### src/sample_path_pkg.sv
package sample_path_pkg;
   // =========================================================================
   // register offsets (serial port addresses, one byte each)
   localparam logic [7:0] addr_waveform         = 8'h01;
   localparam logic [7:0] addr_analog_gain      = 8'h02;
   localparam logic [7:0] addr_phase_a_gain     = 8'h03;
   localparam logic [7:0] addr_phase_b_gain     = 8'h04;
   localparam logic [7:0] addr_phase_c_gain     = 8'h05;
   localparam logic [7:0] addr_waveform_mode    = 8'h06;
   localparam logic [7:0] addr_irq_mask         = 8'h07;
   localparam logic [7:0] addr_reset_status     = 8'h08;
   localparam logic [7:0] write_flag            = 8'h80;
   // =========================================================================
   // field positions
   localparam int current_gain_lsb  = 0;
   localparam int voltage_gain_lsb  = 5;
   localparam int phase_select_lsb  = 0;
   localparam int rate_select_lsb   = 3;
   localparam int sample_mask_bit   = 0;
   // =========================================================================
   // reset values
   localparam logic [7:0]  analog_gain_reset   = 8'h00;
   localparam logic [11:0] power_gain_reset    = 12'h000;
   localparam logic [7:0]  waveform_mode_reset = 8'h00;
   localparam logic [7:0]  irq_mask_reset      = 8'h00;
   // =========================================================================
   // timing
   localparam int clock_hz          = 10_000_000;
   localparam int modulator_divide  = 12;
   // fastest output rate, about 26.0 kSPS: 384 system clocks per sample
   localparam int fastest_rate_sps  = 26_000;
   localparam int base_period       = clock_hz / fastest_rate_sps;
   localparam int base_period_cycles = (base_period < 1) ? 1 : base_period;
   // =========================================================================
   // data formats
   localparam int sample_width = 24;
   localparam int gain_width   = 12;
   localparam logic signed [23:0] clamp_pos = 24'sh400000;
   localparam logic signed [23:0] clamp_neg = 24'shc00000;
   localparam logic signed [23:0] full_scale_pos = 24'sh28f5c2;
   localparam logic signed [23:0] full_scale_neg = 24'shd70a3e;
   localparam int fifo_depth = 16;

   typedef enum logic [1:0] {
      phase_a_sel, phase_b_sel, phase_c_sel, phase_none_sel
   } phase_select_type;
endpackage

### src/current_channel_sample_path.sv
`timescale 1ns/1ns
module current_channel_sample_path
   import sample_path_pkg::*;
(
   input  wire logic        sys_clk,
   input  wire logic        rst,
   input  wire logic [23:0] adc_phase_a,
   input  wire logic [23:0] adc_phase_b,
   input  wire logic [23:0] adc_phase_c,
   input  wire logic        adc_strobe,
   input  wire logic        reg_valid,
   input  wire logic [7:0]  reg_addr,
   input  wire logic [23:0] reg_wdata,
   input  wire logic        byte_read,
   output logic [7:0]       reg_rdata,
   output logic             reg_rvalid,
   output logic [1:0]       current_gain,
   output logic [1:0]       voltage_gain,
   output logic             modulator_clock,
   output logic [23:0]      energy_sample_a,
   output logic [23:0]      energy_sample_b,
   output logic [23:0]      energy_sample_c,
   output logic             irq_n_out,
   output logic             irq_n_oe
);
   import sample_path_pkg::*;

   // ========================================================================
   // registers
   logic [7:0]  analog_gain_select;
   logic [11:0] phase_a_power_gain;
   logic [11:0] phase_b_power_gain;
   logic [11:0] phase_c_power_gain;
   logic [7:0]  waveform_mode;
   logic [7:0]  irq_mask;
   logic [7:0]  next_analog_gain_select;
   logic [11:0] next_phase_a_power_gain;
   logic [11:0] next_phase_b_power_gain;
   logic [11:0] next_phase_c_power_gain;
   logic [7:0]  next_waveform_mode;
   logic [7:0]  next_irq_mask;
   logic        sample_ready_mask_bit;
   logic [1:0]  sample_rate_select;
   logic [1:0]  phase_pick;

   always_comb begin
      next_analog_gain_select = analog_gain_select;
      next_phase_a_power_gain = phase_a_power_gain;
      next_phase_b_power_gain = phase_b_power_gain;
      next_phase_c_power_gain = phase_c_power_gain;
      next_waveform_mode      = waveform_mode;
      next_irq_mask           = irq_mask;
      if (reg_valid && reg_addr[7]) begin
         case (reg_addr & ~write_flag)
            addr_analog_gain:   next_analog_gain_select = reg_wdata[7:0];
            addr_phase_a_gain:  next_phase_a_power_gain = reg_wdata[11:0];
            addr_phase_b_gain:  next_phase_b_power_gain = reg_wdata[11:0];
            addr_phase_c_gain:  next_phase_c_power_gain = reg_wdata[11:0];
            addr_waveform_mode: next_waveform_mode      = reg_wdata[7:0];
            addr_irq_mask:      next_irq_mask           = reg_wdata[7:0];
            default: ;
         endcase
      end
   end

   always_ff @(posedge sys_clk) begin
      if (rst) begin
         analog_gain_select <= analog_gain_reset;
         phase_a_power_gain <= power_gain_reset;
         phase_b_power_gain <= power_gain_reset;
         phase_c_power_gain <= power_gain_reset;
         waveform_mode      <= waveform_mode_reset;
         irq_mask           <= irq_mask_reset;
      end else begin
         analog_gain_select <= next_analog_gain_select;
         phase_a_power_gain <= next_phase_a_power_gain;
         phase_b_power_gain <= next_phase_b_power_gain;
         phase_c_power_gain <= next_phase_c_power_gain;
         waveform_mode      <= next_waveform_mode;
         irq_mask           <= next_irq_mask;
      end
   end

   always_comb begin
      sample_ready_mask_bit = irq_mask[sample_mask_bit];
      sample_rate_select    = waveform_mode[rate_select_lsb +: 2];
      phase_pick            = waveform_mode[phase_select_lsb +: 2];
   end

   // ========================================================================
   // pga selects, one code per channel; code 3 passed through unchanged
   always_ff @(posedge sys_clk) begin
      if (rst) begin
         current_gain <= 2'b00;
         voltage_gain <= 2'b00;
      end else begin
         current_gain <= analog_gain_select[current_gain_lsb +: 2];
         voltage_gain <= analog_gain_select[voltage_gain_lsb +: 2];
      end
   end

   // ========================================================================
   // modulator clock: toggle every six cycles gives a divide by twelve
   logic [3:0] mod_count;
   logic [3:0] next_mod_count;
   logic       next_modulator_clock;

   always_comb begin
      next_mod_count       = mod_count + 4'h1;
      next_modulator_clock = modulator_clock;
      if (mod_count == 4'((modulator_divide / 2) - 1)) begin
         next_mod_count       = 4'h0;
         next_modulator_clock = ~modulator_clock;
      end
   end

   always_ff @(posedge sys_clk) begin
      if (rst) begin
         mod_count       <= 4'h0;
         modulator_clock <= 1'b0;
      end else begin
         mod_count       <= next_mod_count;
         modulator_clock <= next_modulator_clock;
      end
   end

   // ========================================================================
   // per-phase gain scaling and clamping
   function automatic logic [23:0] scale_clamp(input logic [23:0] adc,
                                               input logic [11:0] gain);
      logic signed [37:0] prod;
      logic signed [37:0] scaled;
      prod   = 38'(signed'(adc)) * 38'(signed'(gain));
      scaled = 38'(signed'(adc)) + (prod >>> 12);
      if (scaled > 38'(clamp_pos)) begin
         scale_clamp = clamp_pos;
      end else if (scaled < 38'(clamp_neg)) begin
         scale_clamp = clamp_neg;
      end else begin
         scale_clamp = scaled[23:0];
      end
   endfunction

   logic [23:0] adc_in   [3];
   logic [11:0] gain_in  [3];
   logic [23:0] scaled   [3];
   logic [23:0] next_scaled [3];

   always_comb begin
      adc_in[0]  = adc_phase_a;
      adc_in[1]  = adc_phase_b;
      adc_in[2]  = adc_phase_c;
      gain_in[0] = phase_a_power_gain;
      gain_in[1] = phase_b_power_gain;
      gain_in[2] = phase_c_power_gain;
   end

   genvar ph;
   generate
      for (ph = 0; ph < 3; ph++) begin : g_phase
         always_comb begin
            next_scaled[ph] = adc_strobe ?
               scale_clamp(adc_in[ph], gain_in[ph]) : scaled[ph];
         end
         always_ff @(posedge sys_clk) begin
            if (rst) begin
               scaled[ph] <= 24'h000000;
            end else begin
               scaled[ph] <= next_scaled[ph];
            end
         end
      end
   endgenerate

   // energy path always sees every scaled sample, independent of waveform
   always_ff @(posedge sys_clk) begin
      if (rst) begin
         energy_sample_a <= 24'h000000;
         energy_sample_b <= 24'h000000;
         energy_sample_c <= 24'h000000;
      end else begin
         energy_sample_a <= scaled[0];
         energy_sample_b <= scaled[1];
         energy_sample_c <= scaled[2];
      end
   end

   // ========================================================================
   // waveform rate timer: 384, 768, 1536, 3072 cycles
   logic [11:0] rate_count;
   logic [11:0] next_rate_count;
   logic [11:0] rate_limit;
   logic        sample_tick;

   always_comb begin
      rate_limit  = 12'((base_period_cycles << sample_rate_select)
                        - 1);
      sample_tick = (rate_count >= rate_limit);
      next_rate_count = sample_tick ? 12'h000 : rate_count + 12'h001;
   end

   always_ff @(posedge sys_clk) begin
      if (rst) begin
         rate_count <= 12'h000;
      end else begin
         rate_count <= next_rate_count;
      end
   end

   // ========================================================================
   // sample fifo and waveform byte readout
   logic [23:0] pick_sample;
   logic        push_valid;
   logic        push_ready;
   logic [23:0] head_data;
   logic        head_valid;
   logic        head_pop;

   always_comb begin
      case (phase_pick)
         2'd0:    pick_sample = scaled[0];
         2'd1:    pick_sample = scaled[1];
         2'd2:    pick_sample = scaled[2];
         default: pick_sample = 24'h000000;
      endcase
      push_valid = sample_tick && sample_ready_mask_bit
                   && (phase_pick != 2'd3);
   end

   sample_fifo #(.width(sample_width), .depth(fifo_depth)) u_fifo (
      .sys_clk   (sys_clk),
      .rst       (rst),
      .in_data   (pick_sample),
      .in_valid  (push_valid),
      .in_ready  (push_ready),
      .out_data  (head_data),
      .out_valid (head_valid),
      .out_ready (head_pop)
   );

   logic [1:0] byte_index;
   logic [1:0] next_byte_index;
   logic       irq_flag;
   logic       next_irq_flag;
   logic       is_wave_read;
   logic       is_status_read;
   logic [7:0] next_reg_rdata;

   always_comb begin
      is_wave_read   = reg_valid && !reg_addr[7] && byte_read
                       && (reg_addr == addr_waveform);
      is_status_read = reg_valid && !reg_addr[7]
                       && (reg_addr == addr_reset_status);
      head_pop        = is_wave_read && (byte_index == 2'd2) && head_valid;
      next_byte_index = byte_index;
      if (is_wave_read) begin
         next_byte_index = (byte_index == 2'd2) ? 2'd0 : byte_index + 2'd1;
      end
      next_reg_rdata = 8'h00;
      case (byte_index)
         2'd0:    next_reg_rdata = head_data[23:16];
         2'd1:    next_reg_rdata = head_data[15:8];
         default: next_reg_rdata = head_data[7:0];
      endcase
      if (is_status_read) begin
         next_reg_rdata = {7'h00, irq_flag};
      end else if (!is_wave_read) begin
         next_reg_rdata = 8'h00;
      end
      // new sample wins over a simultaneous status read
      next_irq_flag = irq_flag;
      if (is_status_read) begin
         next_irq_flag = 1'b0;
      end
      if (push_valid && push_ready) begin
         next_irq_flag = 1'b1;
      end
   end

   always_ff @(posedge sys_clk) begin
      if (rst) begin
         byte_index <= 2'd0;
         irq_flag   <= 1'b0;
         reg_rdata  <= 8'h00;
         reg_rvalid <= 1'b0;
         irq_n_out  <= 1'b0;
         irq_n_oe   <= 1'b1;
      end else begin
         byte_index <= next_byte_index;
         irq_flag   <= next_irq_flag;
         reg_rdata  <= next_reg_rdata;
         reg_rvalid <= is_wave_read || is_status_read;
         irq_n_out  <= 1'b0;
         irq_n_oe   <= ~(next_irq_flag && sample_ready_mask_bit);
      end
   end
endmodule

### src/sample_fifo.sv
`timescale 1ns/1ns
module sample_fifo #(
   parameter int width = 24,
   parameter int depth = 16
) (
   input  wire logic             sys_clk,
   input  wire logic             rst,
   input  wire logic [width-1:0] in_data,
   input  wire logic             in_valid,
   output logic                  in_ready,
   output logic      [width-1:0] out_data,
   output logic                  out_valid,
   input  wire logic             out_ready
);
   localparam int aw = $clog2(depth);

   logic [width-1:0] store [depth];
   logic [aw-1:0]    wr_ptr;
   logic [aw-1:0]    rd_ptr;
   logic [aw:0]      count;
   logic [aw-1:0]    next_wr_ptr;
   logic [aw-1:0]    next_rd_ptr;
   logic [aw:0]      next_count;
   logic             push;
   logic             pop;

   always_comb begin
      push = in_valid && in_ready;
      pop  = out_valid && out_ready;
      next_wr_ptr = push ? wr_ptr + 1'b1 : wr_ptr;
      next_rd_ptr = pop ? rd_ptr + 1'b1 : rd_ptr;
      next_count  = count;
      if (push && !pop) begin
         next_count = count + 1'b1;
      end else if (pop && !push) begin
         next_count = count - 1'b1;
      end
   end

   always_ff @(posedge sys_clk) begin
      if (rst) begin
         wr_ptr <= '0;
         rd_ptr <= '0;
         count  <= '0;
      end else begin
         wr_ptr <= next_wr_ptr;
         rd_ptr <= next_rd_ptr;
         count  <= next_count;
      end
   end

   always_ff @(posedge sys_clk) begin
      if (push) begin
         store[wr_ptr] <= in_data;
      end
   end

   always_comb begin
      in_ready  = (count != (aw+1)'(depth));
      out_valid = (count != '0);
      out_data  = store[rd_ptr];
   end
endmodule

### config.mk
export PLATFORM = sky130hd
export DESIGN_NAME = current_channel_sample_path
export DESIGN_NICKNAME = d
export VERILOG_FILES = /design/src/sample_path_pkg.sv /design/src/current_channel_sample_path.sv /design/src/sample_fifo.sv
export SDC_FILE = /design/constraint.sdc
export NUM_CORES = 2
export LEC_CHECK = 0
export ABC_AREA = 1
export BUFFER_PORTS_ARGS = -buffer_cell sky130_fd_sc_hd__buf_2
export CAP_MARGIN = 20
export CORE_ASPECT_RATIO = 1.2
export CORE_UTILIZATION = 55
export DETAILED_ROUTE_END_ITERATION = 6
export GPL_TIMING_DRIVEN = 0
export PLACE_DENSITY_LB_ADDON = 0.25
export RECOVER_POWER = 100
export SLEW_MARGIN = 20
export SYNTH_ARGS = -nofsm -noshare
export SYNTH_HDL_FRONTEND = slang
export SYNTH_SLANG_ARGS = --single-unit
### constraint.sdc
create_clock -name sys_clk -period 21 [get_ports sys_clk]
set_input_delay 3.15 -clock sys_clk [delete_from_list [all_inputs] [get_ports sys_clk]]
set_output_delay 3.15 -clock sys_clk [all_outputs]
set_load 0.02 [all_outputs]
==> flow_metrics.py <==
metrics = {
    "outcome": {
        "status": "finished with violations",
        "failed_checks": "DRC, capacitance limit, slew limit",
    },
    "routing": {
        "drtAntennaViolNets": 0,
        "drt_iter0_markers": 4719,
        "drcViolationCount": 59,
        "detail_route.first_pass.iterations": 7,
        "wire_per_inst_um": 20.7,
        "via_per_inst": 5.58,
        "wl_um": 182000,
        "num_vias": 49081,
    },
    "floorplan": {
        "rows": 131,
        "die_y_um": 361,
        "die_w_um": 301,
        "core-area_sq_um": 106000,
        "io_pins": 197,
        "die-area_sq_um": 109000,
        "start_util": 0.556,
    },
    "sta": {
        "hold_viol_final": 0,
        "fin_ws_ps": 10330,
        "finalSetupTns_ps": 0,
        "final-setup-viol-count": 0,
        "rsz0062_at_grt": "false",
        "clock.fmax_ghz": 0.0937,
        "worst_slew_pin_slew_ps": 1840,
        "post-route-period-util": 0.508,
        "fin_crit_ps": 10670,
        "skew_ps": 30.5,
        "slew_headroom": -0.232,
        "slew_viol_final": 268,
    },
    "power": {
        "vdd_drop_max_v": 0.0000787,
        "p_sw_frac": 0.262,
        "power.density_nw_per_um2": 43.5,
        "p_comb_frac": 0.100,
        "clkPwrFrac": 0.419,
        "pwr-share-seq": 0.482,
        "power.switching_w": 0.000727,
        "intPower_w": 0.00205,
        "p_leak_nw": 30.5,
        "p_total_w": 0.00277,
    },
    "grt": {
        "grt_max_degree": 21,
        "gr-total-overflow": 0,
        "track_usage": 0.338,
        "grt_pass1_wl_um": 279000,
        "grt_pass1_vias": 49885,
        "antenna_found_initial": 8,
    },
    "flow_run": {
        "maxCapViolCount": 16,
    },
    "logic_synthesis": {
        "ys_types": 52,
        "synth_compound_area_frac": 0.0916,
        "yosys_warnings": 0,
        "synthesis.nets": 8267,
        "synthMuxAreaShare": 0,
        "yosys_register_bits": 624,
        "ys_seq_area_frac": 0.276,
        "syn-cell-area_sq_um": 59100,
        "yosys.area_share.simple": 0.170,
        "synth_ff_type": "edfxtp_1",
        "async_flop_share": 0,
        "synth_xor_area_frac": 0.0171,
        "syn_inst": 7078,
        "synth_top_family_by_area": "adder cells",
        "synth-edff-count": 384,
        "syn_area_per_cell_sq_um": 8.35,
        "synthAdderAreaFrac": 0.327,
    },
    "worst_setup_path": {
        "rrSetupSlack_ps": 12260,
        "slowest_delay_ps": 570,
        "required_ps": 21560,
        "path_max_fanout": 10,
        "arrival_ps": 11230,
        "r2r_cells": 34,
        "critPathKind": "in -> reg",
        "cp-start-kind": "input pin",
        "cp_slowest_cell": "xor2_1",
        "path_common_cell": "fa_1",
        "end_kind": "flip-flop",
    },
    "finish": {
        "area_growth_pct": 7.85,
        "drive_above_1_share": 0.0358,
        "multi_input_comb_area_sq_um": 35700,
        "mostFrequentLayoutCells": "nand2_1 (1,523), inv_1 (1,507), fa_1 (772)",
        "seqCellArea_sq_um": 16300,
        "fillers": 9544,
        "nets": 8537,
        "final_common_cell": "nand2_1",
    },
    "clocking": {
        "tritoncts": "yes",
        "cts_root_buf": "clkbuf_16",
        "numCtsBuffers": 61,
        "clkTransAtPathRegs_ps": 60,
        "cts_buffer_depth": 3,
        "post_cts_buffers": 0,
        "hold_buffers": 0,
        "cts_resized": 0,
        "cts_sinks": 624,
        "clk-insertion-delay-late_ps": 660,
        "htreeDepth": 2,
    },
    "min_path": {
        "whs_path_depth": 2,
        "holdCritPathClass": "reg -> reg",
    },
    "place": {
        "pre_cts_ws_ps": 10250,
        "gp_congestion": 0.954,
        "hpwl_um": 146000,
        "io_buffer_count": 181,
    },
}
state kept, by name (all words and copies together) (netlist names), 2 cells and up, named ones only:
| register | count |
|---|---|
| current_gain | 2 |
| byte_index | 2 |
| rate_count | 12 |
| energy_sample_a | 24 |
| phase_b_power_gain | 12 |
| reg_rdata | 8 |
| mod_count | 4 |
| u_fifo.wr_ptr | 4 |
| u_fifo.store | 384 |
| phase_c_power_gain | 12 |
| u_fifo.rd_ptr | 4 |
| scaled | 72 |
| analog_gain_select | 4 |
| waveform_mode | 4 |
| u_fifo.count | 5 |
| voltage_gain | 2 |
| phase_a_power_gain | 12 |
| energy_sample_c | 24 |
| energy_sample_b | 24 |
cell type report:
class	count	share of cell area
buffer	318	0.0197
sequential	624	0.256
tap	1396	0.0274
clock inverter	46	0.00838
inverter	1514	0.0892
timing repair buffer	207	0.0140
clock buffer	69	0.0246
multi-input combinational	4622	0.560
antenna	3	0.000118
through the flow:
stage	instances	hold slack (ps)	utilization	cell area, sq um
global route	8797	470	0.599	63700
CTS	8796	441	0.608	64600
finish	8799	442	0.599	63700
detailed placement	8681	433	0.588	62500
floorplan	7078	379	-	59100
global placement	8655	428	0.581	61800
final timing paths:
check	start	to
worst max-delay path	adc_phase_a[10]	scaled[0][19]
worst max register to register	phase_c_power_gain[7]	scaled[2][7]
worst min register to register	analog_gain_select[0]	current_gain[0]
worst min-delay path	analog_gain_select[0]	current_gain[0]
synthesized netlist by cell type, drive strengths merged (3+ instances only):
cell type	instances	area share
nand2	1536	0.098
inv	1513	0.096
fa	772	0.26
nor2	623	0.040
edfxtp	384	0.20
a21oi	358	0.031
o21ai	310	0.026
ha	308	0.065
clkbuf	277	0.018
dfxtp	240	0.081
nand3	214	0.018
o221ai	94	0.014
xor2	61	0.010
xnor2	48	0.0071
buf	41	0.0043
a21boi	36	0.0046
nor3	35	0.0031
nand4	33	0.0035
o211ai	29	0.0037
o22ai	25	0.0026
o21a	20	0.0025
nand3b	19	0.0024
nor4	17	0.0019
or2	17	0.0018
a21o	13	0.0017
o31ai	12	0.0015
o21bai	11	0.0014
a31oi	7	0.00074
a211oi	6	0.00076
nor3b	5	0.00064
o221a	3	0.00057
logic make-up after synthesis:
group           Yosys count
xor+xnor                109
other cells               1
fa+ha+maj              1080
flops                   624
compound gates          930
buf+inv                1832
simple gates           2502
routing by layer:
layer / wire length, um / share of wire / vias up / GRT usage
met5: 24 / 0.00013 / - / 0
met4: 10500 / 0.058 / 4 / 0.172
met1: 68700 / 0.38 / 23794 / 0.418
met3: 17200 / 0.095 / 543 / 0.0667
met2: 85700 / 0.47 / 2324 / 0.562
li1: - / - / 22416 / -
worst max-delay path, delay by kind of cell:
family                   cells  cell delay [ps]
AO/OA/AOI/OAI                6             1280
adder cells (fa/ha/maj)      7             3250
AND/OR/NAND/NOR             10             1440
buffers and inverters        7             1410
XOR/XNOR                     2              690
power groups by stage:
stage | Clock (W) | Combinational (W) | Sequential [W]
3_3_place_gp | 0 | 0.000268 | 0.00136
5_1_grt | 0.00121 | 0.000297 | 0.00134
2_1_floorplan | 0 | 0.000153 | 0.00136
4_1_cts | 0.00116 | 0.000279 | 0.00133
6_report | 0.00116 | 0.000276 | 0.00134
3_5_place_dp | 0 | 0.000277 | 0.00136
Note: power is estimated with default switching activity, not from simulation.
